$ cat config.mk
export PLATFORM = sky130hd
export DESIGN_NAME = dual_comparator_control_status
export DESIGN_NICKNAME = d
export VERILOG_FILES = /design/src/verilog/cmp_pkg.sv /design/src/verilog/comparator_link_if.sv /design/src/verilog/comparator_channel.sv /design/src/verilog/dual_comparator_control_status.sv
export SDC_FILE = /design/constraint.sdc
export NUM_CORES = 1
export LEC_CHECK = 0
export CORE_AREA = 2 2 86 88
export CTS_BUF_LIST = sky130_fd_sc_hd__clkbuf_2
export CTS_CLUSTER_SIZE = 10
export DETAILED_ROUTE_END_ITERATION = 10
export DIE_AREA = 0 0 88 90
export DONT_BUFFER_PORTS = 1
export HOLD_SLACK_MARGIN = 0.12
export PLACE_DENSITY = 0.69
export SYNTH_ARGS = -nofsm -noshare
export SYNTH_HDL_FRONTEND = slang
export SYNTH_HIERARCHICAL = 1
export SYNTH_SLANG_ARGS = --single-unit
$ cat constraint.sdc
create_clock -name sys_clk -period 2.39 [get_ports sys_clk]
set_input_delay 0.1195 -clock sys_clk [delete_from_list [all_inputs] [get_ports sys_clk]]
set_output_delay 0.1195 -clock sys_clk [all_outputs]
set_load 0.03 [all_outputs]
$ cat src/verilog/cmp_pkg.sv
// constants, register map and write helper for the dual comparator block
// assumes byte addressing on a 32-bit register bus, one 16-byte slot per register
`default_nettype none

package cmp_pkg;

  // register map, byte addresses within the block
  localparam logic [11:0] STAT_OFS  = 12'h900;
  localparam logic [11:0] CTL1_OFS  = 12'h910;
  localparam logic [11:0] CTL2_OFS  = 12'h930;
  localparam logic [11:0] IST_OFS   = 12'h940;
  localparam logic [11:0] IMSK_OFS  = 12'h950;

  localparam int          NUM_CMP   = 2;
  localparam logic [31:0] RESET_VAL = 32'h0000_0000;

  // control word fields
  localparam int EN_BIT    = 15;
  localparam int OE_BIT    = 14;
  localparam int INV_BIT   = 13;
  localparam int EVT_BIT   = 9;
  localparam int RES_BIT   = 8;
  localparam int TRIGGER_POLARITY_LSB = 6;
  localparam int CREF_BIT  = 4;
  localparam int CCH_LSB   = 0;

  // status word fields
  localparam int STAT_IDLE_BIT = 13;
  localparam int STAT_REF_BIT  = 8;
  localparam int STAT_EVT_LSB  = 16;
  localparam int STAT_RES_LSB  = 0;

  // bits that software may store, plus the event bit it may only clear
  localparam logic [31:0] CTL_WMASK  = 32'h0000_e0d3;
  localparam logic [31:0] STAT_WMASK = 32'h0000_2100;
  localparam logic [31:0] IRQ_WMASK  = 32'h0000_0003;
  localparam logic [31:0] EVT_MASK   = 32'h0000_0200;

  // trigger polarity codes
  localparam logic [1:0] EV_OFF  = 2'h0;
  localparam logic [1:0] EV_RISE = 2'h1;
  localparam logic [1:0] EV_FALL = 2'h2;
  localparam logic [1:0] EV_ANY  = 2'h3;

  // address bits 3:2 pick the plain, clear, set or invert alias
  typedef enum logic [1:0] {WR_PLAIN, WR_CLR, WR_SET, WR_INV} wr_kind_t;

  function automatic logic [31:0] apply_write(input logic [31:0] old,
                                              input logic [31:0] wd,
                                              input logic [3:0]  be,
                                              input wr_kind_t    kind,
                                              input logic [31:0] wmask);
    logic [31:0] m;
    m = wmask & {{8{be[3]}}, {8{be[2]}}, {8{be[1]}}, {8{be[0]}}};
    unique case (kind)
      WR_PLAIN: apply_write = (old & ~m) | (wd & m);
      WR_CLR:   apply_write = old & ~(wd & m);
      WR_SET:   apply_write = old | (wd & m);
      WR_INV:   apply_write = old ^ (wd & m);
    endcase
  endfunction

endpackage

`default_nettype wire

$ cat src/verilog/comparator_link_if.sv
// link between the register bank and one comparator channel
// assumes both ends run on sys_clk
`timescale 1ns/100ps
`default_nettype none

interface comparator_link_if;
  logic       run;
  logic       invert;
  logic [1:0] trigger_polarity;
  logic       evt_clr;
  logic       result_bit;
  logic       event_latch;
  logic       trig;

  modport bank (output run, output invert, output trigger_polarity, output evt_clr,
                input result_bit, input event_latch, input trig);
  modport chan (input run, input invert, input trigger_polarity, input evt_clr,
                output result_bit, output event_latch, output trig);
endinterface

`default_nettype wire

$ cat src/verilog/comparator_channel.sv
// one comparator channel: synchroniser, polarity, edge detect, event latch
// assumes raw_in is asynchronous to sys_clk
`timescale 1ns/100ps
`default_nettype none

module comparator_channel
  import cmp_pkg::*;
(
  // clock and reset
  input  wire logic sys_clk,
  input  wire logic rst_n,
  // analog comparator result
  input  wire logic raw_in,
  // register bank side
  comparator_link_if.chan lnk
);

  logic [2:0] sync_r, sync_nxt;
  logic       stable_r, stable_nxt;
  logic       res_r, res_nxt;
  logic       prev_r, prev_nxt;
  logic       latch_r, latch_nxt;
  logic       sel;

  always_comb begin
    sync_nxt   = {sync_r[1:0], raw_in};
    // a change counts only once second and third stage agree
    stable_nxt = (sync_r[1] == sync_r[2]) ? sync_r[2] : stable_r;
    // disabled channel reads low and cannot trigger
    res_nxt    = lnk.run ? (stable_r ^ lnk.invert) : 1'b0;
    prev_nxt   = res_r;
    // edges seen after inversion, so rise and fall swap with polarity
    unique case (lnk.trigger_polarity)
      EV_RISE: sel = res_r & ~prev_r;
      EV_FALL: sel = ~res_r & prev_r;
      EV_ANY:  sel = res_r ^ prev_r;
      EV_OFF:  sel = 1'b0;
    endcase
    // a trigger in the clearing cycle is kept: set beats clear
    lnk.trig  = lnk.run & sel & (~latch_r | lnk.evt_clr);
    latch_nxt = lnk.trig | (latch_r & ~lnk.evt_clr);
  end

  always_ff @(posedge sys_clk or negedge rst_n) begin
    if (!rst_n) begin
      sync_r   <= 3'h0;
      stable_r <= 1'b0;
      res_r    <= 1'b0;
      prev_r   <= 1'b0;
      latch_r  <= 1'b0;
    end else begin
      sync_r   <= sync_nxt;
      stable_r <= stable_nxt;
      res_r    <= res_nxt;
      prev_r   <= prev_nxt;
      latch_r  <= latch_nxt;
    end
  end

  assign lnk.result_bit  = res_r;
  assign lnk.event_latch = latch_r;
endmodule

`default_nettype wire

$ cat src/verilog/dual_comparator_control_status.sv
// register bank and control for a module of two analog comparators
// assumes an Avalon-MM master on sys_clk, byte addresses, 32-bit data
//
// Added by the designer: register access over Avalon-MM.
`timescale 1ns/100ps
`default_nettype none

module dual_comparator_control_status
  import cmp_pkg::*;
(
  // clock and reset
  input  wire logic        sys_clk,
  input  wire logic        rst_n,
  // avalon-mm slave
  input  wire logic [11:0] address,
  input  wire logic        read,
  input  wire logic        write,
  input  wire logic [31:0] writedata,
  input  wire logic [3:0]  byteenable,
  output logic      [31:0] readdata,
  output logic             waitrequest,
  // device power state
  input  wire logic        idle_mode,
  // analog comparator cores
  input  wire logic [1:0]  cmp_raw,
  output logic      [1:0]  cmp_enable,
  output logic      [1:0]  cmp_ref_input,
  output logic      [3:0]  cmp_channel_sel,
  output logic             reference_source_select,
  // comparator output pins
  output logic      [1:0]  comparator_output_pin,
  output logic      [1:0]  comparator_output_pin_oe,
  // interrupt
  output logic             irq
);

  logic [NUM_CMP-1:0][31:0] ctl_r, ctl_nxt;
  logic [31:0]              stat_r, stat_nxt;
  logic [31:0]              ist_r, ist_nxt;
  logic [31:0]              imsk_r, imsk_nxt;
  logic [31:0]              rdata_r, rdata_nxt;
  logic                     rd_done_r, rd_done_nxt;

  logic [NUM_CMP-1:0] run_v;
  logic [NUM_CMP-1:0] evt_clr_v;
  logic [NUM_CMP-1:0] res_v;
  logic [NUM_CMP-1:0] latch_v;
  logic [NUM_CMP-1:0] trig_v;

  logic [11:0] base;
  wr_kind_t    kind;

  function automatic logic [11:0] ctl_ofs(input int idx);
    ctl_ofs = (idx == 0) ? CTL1_OFS : CTL2_OFS;
  endfunction

  // control word as software sees it, hardware bits merged in
  function automatic logic [31:0] ctl_view(input logic [31:0] stored,
                                           input logic        latch,
                                           input logic        res);
    ctl_view = stored & CTL_WMASK;
    ctl_view[EVT_BIT] = latch;
    ctl_view[RES_BIT] = res;
  endfunction

  // status word: stored options plus live mirrors of each channel
  function automatic logic [31:0] stat_view(input logic [31:0]        stored,
                                            input logic [NUM_CMP-1:0] latch,
                                            input logic [NUM_CMP-1:0] res);
    stat_view = stored & STAT_WMASK;
    stat_view[STAT_EVT_LSB +: NUM_CMP] = latch;
    stat_view[STAT_RES_LSB +: NUM_CMP] = res;
  endfunction

  assign base = {address[11:4], 4'h0};
  assign kind = wr_kind_t'(address[3:2]);

  // register bank next state
  always_comb begin
    logic [31:0] wv;
    wv          = 32'h0000_0000;
    ctl_nxt     = ctl_r;
    stat_nxt    = stat_r;
    imsk_nxt    = imsk_r;
    rdata_nxt   = rdata_r;
    evt_clr_v   = '0;
    ist_nxt     = ist_r;
    // reads answer one cycle after the request is seen
    rd_done_nxt = read & ~rd_done_r;

    if (write) begin
      for (int i = 0; i < NUM_CMP; i++) begin
        if (base == ctl_ofs(i)) begin
          // event bit goes through the write so aliases can clear it
          wv = apply_write(ctl_view(ctl_r[i], latch_v[i], res_v[i]),
                           writedata, byteenable, kind,
                           CTL_WMASK | EVT_MASK);
          ctl_nxt[i] = wv & CTL_WMASK;
          // software may only clear the latch, never set it
          evt_clr_v[i] = latch_v[i] & ~wv[EVT_BIT];
        end
      end
      if (base == STAT_OFS) begin
        // mirror bits are outside the mask, so writes pass them by
        stat_nxt = apply_write(stat_r, writedata, byteenable, kind,
                               STAT_WMASK);
      end
      if (address == IMSK_OFS) begin
        imsk_nxt = apply_write(imsk_r, writedata, byteenable, WR_PLAIN, IRQ_WMASK);
      end
      if (address == IST_OFS) begin
        ist_nxt = apply_write(ist_r, writedata, byteenable, WR_CLR, IRQ_WMASK);
      end
    end
    // new events win over a clear in the same cycle
    ist_nxt[NUM_CMP-1:0] = ist_nxt[NUM_CMP-1:0] | trig_v;

    if (read && !rd_done_r) begin
      if (base == STAT_OFS) begin
        rdata_nxt = stat_view(stat_r, latch_v, res_v);
      end else if (base == CTL1_OFS) begin
        rdata_nxt = ctl_view(ctl_r[0], latch_v[0], res_v[0]);
      end else if (base == CTL2_OFS) begin
        rdata_nxt = ctl_view(ctl_r[1], latch_v[1], res_v[1]);
      end else if (address == IST_OFS) begin
        rdata_nxt = ist_r;
      end else if (address == IMSK_OFS) begin
        rdata_nxt = imsk_r;
      end else begin
        rdata_nxt = 32'h0000_0000;
      end
    end
  end

  always_ff @(posedge sys_clk or negedge rst_n) begin
    if (!rst_n) begin
      ctl_r     <= {NUM_CMP{RESET_VAL}};
      stat_r    <= RESET_VAL;
      ist_r     <= RESET_VAL;
      imsk_r    <= RESET_VAL;
      rdata_r   <= RESET_VAL;
      rd_done_r <= 1'b0;
    end else begin
      ctl_r     <= ctl_nxt;
      stat_r    <= stat_nxt;
      ist_r     <= ist_nxt;
      imsk_r    <= imsk_nxt;
      rdata_r   <= rdata_nxt;
      rd_done_r <= rd_done_nxt;
    end
  end

  // writes never stall; a read waits exactly one cycle
  assign waitrequest = read & ~rd_done_r;
  assign readdata    = rdata_r;

  assign irq = |(ist_r[NUM_CMP-1:0] & imsk_r[NUM_CMP-1:0]);

  assign reference_source_select = stat_r[STAT_REF_BIT];

  comparator_link_if link [NUM_CMP] ();

  for (genvar g = 0; g < NUM_CMP; g++) begin : g_cmp
    // idle-stop halts all channels, enabled or not
    assign run_v[g] = ctl_r[g][EN_BIT]
                      & ~(stat_r[STAT_IDLE_BIT] & idle_mode);

    assign link[g].run              = run_v[g];
    assign link[g].invert           = ctl_r[g][INV_BIT];
    assign link[g].trigger_polarity = ctl_r[g][TRIGGER_POLARITY_LSB +: 2];
    assign link[g].evt_clr          = evt_clr_v[g];
    assign res_v[g]                 = link[g].result_bit;
    assign latch_v[g]               = link[g].event_latch;
    assign trig_v[g]                = link[g].trig;

    assign cmp_enable[g]            = run_v[g];
    assign cmp_ref_input[g]         = ctl_r[g][CREF_BIT];
    assign cmp_channel_sel[2*g +: 2] = ctl_r[g][CCH_LSB +: 2];

    // pin path bypasses the synchroniser on purpose: lowest latency,
    // so the pin may glitch where the status bit does not
    assign comparator_output_pin[g] = ctl_r[g][OE_BIT]
                                      & (cmp_raw[g] ^ ctl_r[g][INV_BIT]);
    assign comparator_output_pin_oe[g] = ctl_r[g][OE_BIT];

    comparator_channel u_chan (
      .sys_clk (sys_clk),
      .rst_n   (rst_n),
      .raw_in  (cmp_raw[g]),
      .lnk     (link[g])
    );
  end
endmodule

`default_nettype wire

* Word level (Yosys, flattened, before mapping) *
Cells that the tools add are included.

word-level totals
  input bits = 55
  bits in registers = 159
  word-level logic and storage cells = 135

cells by class
  reduce and logical (&&, ||, !) cells = 11
  bitwise logic cells = 69
  equal/unequal tests = 16
  multiplexer cells = 21

operators by type and width
  operator              number
  $mux 32               5
  $and 32x32->32        4
  $pmux 16 s4           2
  $pmux 32 s4           1
  $or 32x32->32         3
  $and 16x16->16        5
  $mux 16               4
  $not 32->32           2
  $or 16x16->16         4
  $and 32x14->32        1
  $and 32x2->32         1
  $not 14->32           1
  $not 16->16           2
  $not 2->32            1
  $xor 16x16->16        2
  $xor 32x32->32        1
  $eq 12x12->1 const B  2
  $eq 8x8->1 const B    3
  $and 1x1->1           18
  $eq 2x2->1 const B    6
  $not 1->1             12
  $reduce_and 2->1      5
  $pmux 1 s4            2
  $eq 2x1->1 const B    3
  other kinds (11)      27

* Logic depth before layout (Yosys ltp) *
  depth in word-level cells = 13
  depth in mapped cells = 11
  depth with buffers taken out = 10

* By module *
Netlist, hierarchy kept.

modules (own cells, without submodules)
  module                          instances  seq. area each (um2)  area an instance (um2)  cells an instance
  dual_comparator_control_status  1          875.8                 3158.0                  355
  comparator_channel              2          175.2                 300.3                   24

* Worst setup path after synthesis *
OpenSTA, ideal clock, no wires.

  path type = input -> register
  start point = in byteenable[1]
  end point = reg ist_r[0]
  data required time = 2.313 ns
  cell stages on the path = 11
  setup time = 0.077 ns
  data arrival time = 1.792 ns
  slack = 0.521 ns
  cells stage by stage = clkbuf_1 -> nand2_1 -> ha_1 -> nand2_1 -> o21ai_0 -> a221o_1 -> nor2_1 -> o21ai_0 -> a211oi_2 -> nor2_1 -> a21oi_1

between the ends
  word-level cells in the longest chain between the ends = 13
  elaborated cells on any way between the ends = 18
  classes of those cells = 5 x mux; 13 x bitwise

ends and longest elaborated chain
  what                                                    line                                   RTL
  start: declaration                                      dual_comparator_control_status.sv:19   input wire logic [3:0] byteenable,
  $and 16x16->16 / $not 16->16 (equally long branches)    n/a
  $not 16->16 / $and 16x16->16 (equally long branches)    cmp_pkg.sv:57, cmp_pkg.sv:56
  $and 16x16->16 / $or 16x16->16 (equally long branches)  cmp_pkg.sv:57, cmp_pkg.sv:56
  $pmux 16 s4 (*)                                         cmp_pkg.sv:55                          unique case (kind)
  $mux 16 (*)                                             dual_comparator_control_status.sv:93   if (base == ctl_ofs(i)) begin
  $mux 16 (*)                                             dual_comparator_control_status.sv:91   if (write) begin
  $not 1->1 (*)                                           dual_comparator_control_status.sv:100  evt_clr_v[i] = latch_v[i] & ~wv[EVT_BIT];
  $and 1x1->1 (*)                                         dual_comparator_control_status.sv:100
  $mux 1 (*)                                              dual_comparator_control_status.sv:93
  $mux 2 (*)                                              dual_comparator_control_status.sv:91
  named net evt_clr_v[0]                                  dual_comparator_control_status.sv:45   logic [NUM_CMP-1:0] evt_clr_v;
  $or 1x1->1 (*)                                          comparator_channel.sv:40               lnk.trig = lnk.run & sel & (~latch_r | lnk.evt_clr);
  $and 1x1->1 (*)                                         comparator_channel.sv:40
  named net link[0].trig                                  comparator_link_if.sv:13               logic trig;
  $or 2x2->2 (*)                                          dual_comparator_control_status.sv:116  ist_nxt[NUM_CMP-1:0] = ist_nxt[NUM_CMP-1:0] | trig_v;
  named net ist_nxt[0]                                    dual_comparator_control_status.sv:39   logic [31:0] ist_r, ist_nxt;
  end signal: assignment                                  dual_comparator_control_status.sv:146  ist_r <= ist_nxt;
  end: declaration                                        dual_comparator_control_status.sv:39

The timed path passes the listed nets; every way through them passes the cells marked *. The select of a mux whose other input is x is not followed.
A chain may end at the register's enable or synchronous reset.

==> reports/metrics.cfg <==
[sta]
fin_crit_ns = 2.38
finalMaxSlewViolations = 0
max_clock_freq_mhz = 420
fin_setup_tns_ns = 0
post-route-period-util = 0.997
finClkSkew_ns = 0.0316
layout_setup_ws_ns = 0.00681
rsz0062_at_grt = no
slew-limit-headroom = 0.631
hold_viol = 0
tightest_slew_ns = 0.551
setup_viol = 0

[layout]
final_util = 0.611
fin_cells = 536
layout-drive-gt1-share = 0.114
area_growth_syn_to_layout_pct = 14.2
fill_cells = 593
sequential_cell_area_um2 = 1230
nNetsFinal = 533
multiInputGateArea_um2 = 2190
diodes = 0

[place]
place.gp.congestion = 0.826
hpwlAfterDp_um = 5690
placedCellCount = 477
portBuffers = 0
pre_cts_ws_ns = 0.428

[die]
die-area_um2 = 7920
die_h_um = 90
initial_core_util = 0.535
num_rows = 31
fp.dieW_um = 88
io_pins = 102
coreArea_um2 = 7020

[clock_tree]
cts.sinks = 49
htree_levels = 2
clockBufferDepth = 2
cts_made_buffers = 5
clk_latency_ns = 0.43
cts.root.buffer_cell = clkbuf_2
clk_pin_slew_ns = 0.25
tritoncts = done

[drt]
vias = 2973
wl_met2_um = 4410
top_layer = met4
antenna_left = 0
routedWlPerCell_um = 16.5
drt-met1-wl_um = 3730
wirelength_um = 8850
routed-wl-met3_um = 610
first_pass_iters = 4
drt-initial-drc-count = 137
via_per_inst = 5.55
drc_errors = 0

[global_route]
grt_antenna_before_repair = 0
grt_start_max_net_pins = 51
track_usage = 0.235
grt_pass1_vias = 2994
grt.overflow.total = 0
grt_pass1_wl_um = 14700

[power_and_ir_drop]
irDropWorstVdd_uv = 239
p_sw_uw = 512
powerDensity_nw_per_um2 = 390
leakagePower_uw = 0.00198
seqPwrFrac = 0.536
switching_share = 0.306
pwr-share-comb = 0.201
intPower_uw = 1160
p_clk_frac = 0.263

[worst_setup_path]
critPathMaxFanout = 11
worstSetupPathType = in -> reg
cp-start-kind = input pin
crit_path_end_kind = register
r2r_cells = 4
critPathRequiredTime_ns = 2.75
worstPathArrival_ns = 2.74

[yosys]
postSynthAreaPerCell_um2 = 9.33
yosysUniqueCellTypes = 54
ys_warn_count = 6
synthCells = 403
ys_seq_elements = 49
async_flop_share = 1.00
synth_seq_area_share = 0.326
synth_edf_count = 0
synth_area_um2 = 3760
synth_ff_type = dfrtp_1

[hold_path]
hold_depth = 4
hold_path.class = in -> reg

[status]
outcome = finished clean

[flow_run]
drv_cap = 0

path summary, 6_finish.rpt:
kind,slack [ns],from,to
min in group asynchronous,0.19,rst_n,g_cmp[1].u_chan/sync_r[1]
worst min register to register,0.39,g_cmp[1].u_chan/sync_r[0],g_cmp[1].u_chan/sync_r[1]
worst min-delay path,0.14,address[1],readdata[1]
worst max register to register,0.10,register,readdata[4]
max in group asynchronous,1.96,rst_n,readdata[17]
worst max-delay path,0.007,address[5],register
synth_stat cells (3+ instances only):
cell type | instances | area, µm²
a211oi_1 | 15 | 113
a21oi_1 | 38 | 190
and2_1 | 3 | 18.8
and3b_1 | 7 | 61.3
buf_2 | 4 | 20.0
buf_4 | 30 | 225
clkbuf_1 | 13 | 48.8
dfrtp_1 | 49 | 1230
ha_1 | 42 | 526
inv_1 | 30 | 113
mux2_2 | 17 | 191
mux2i_1 | 10 | 100
nand2_1 | 29 | 109
nand2b_1 | 3 | 18.8
nand3_1 | 6 | 30.0
nor2_1 | 31 | 116
nor2b_1 | 7 | 43.8
o211ai_1 | 7 | 52.6
o21ai_0 | 11 | 55.1
o31ai_1 | 6 | 45.0
power by group through the flow:
| stage | combinational, µW | sequential (µW) | clock [µW] |
|---|---|---|---|
| after floorplan | 275 | 894 | 0 |
| after global placement | 225 | 911 | 0 |
| after detailed placement | 233 | 913 | 0 |
| after CTS | 332 | 898 | 452 |
| after global routing | 379 | 903 | 488 |
| final | 337 | 898 | 440 |
worst max-delay path, stage by stage:
cell,delay (ns)
dlygate4sd3_1,0.74
or4b_4,0.66
nor4_4,0.31
mux2_2,0.36
dlygate4sd3_1,0.55
placed cells by master, fill, tap and decap left out, types with 3 or more instances in the layout:
cell,synthesis,routed
a211oi_1,15,15
and2_1,3,3
nand3_1,6,6
ha_1,42,42
mux2i_1,10,10
a21oi_1,38,38
nor2_1,31,31
o211ai_1,7,7
mux2_2,17,17
conb_1,1,20
and3b_1,7,7
inv_1,30,30
o31ai_1,6,6
clkbuf_2,0,5
o21ai_0,11,11
buf_4,30,8
nand2b_1,3,3
nand2_1,29,29
nor2b_1,7,7
dfrtp_1,49,48
dlygate4sd3_1,0,44
logic make-up after synthesis:
family,after synthesis,share of synthesized area
AO/OA/AOI/OAI,89,0.150
multiplexers,30,0.0925
AND/OR/NAND/NOR,108,0.166
XOR/XNOR,4,0.00932
buffers and inverters,78,0.109
other,1,0.000998
flip-flops,49,0.326
adder cells (fa/ha/maj),44,0.145
repair_timing:
action,in CTS,in global routing
gates resized for setup,0,1
endpoints found under the hold margin,89,4
setup buffers,0,4
endpoints found under the setup margin,0,2
hold buffers,45,2
per-layer routing:
metal  GRT usage  vias up
met5           0        -
met4      0.0615        0
met3      0.0487        9
met2       0.384       95
met1       0.313     1444
li1            -     1425
stage by stage:
stage	hold WS (ns)	area, µm²	total power, µW
after global placement	-0.174	3690	1140
after detailed placement	-0.174	3690	1150
after global routing	0.122	4290	1770
after floorplan	-0.176	3830	1170
after CTS	0.121	4240	1680
final	0.136	4290	1670
area by class of cell:
| type | instances | area share |
|---|---|---|
| Timing Repair Buffer | 55 | 0.132 |
| Sequential cell | 49 | 0.286 |
| Tap cell | 99 | 0.0289 |
| Clock inverter | 3 | 0.00962 |
| Inverter | 30 | 0.0262 |
| Clock buffer | 5 | 0.00583 |
| Multi-Input combinational cell | 295 | 0.511 |
Note: power is estimated with default switching activity, not from simulation.
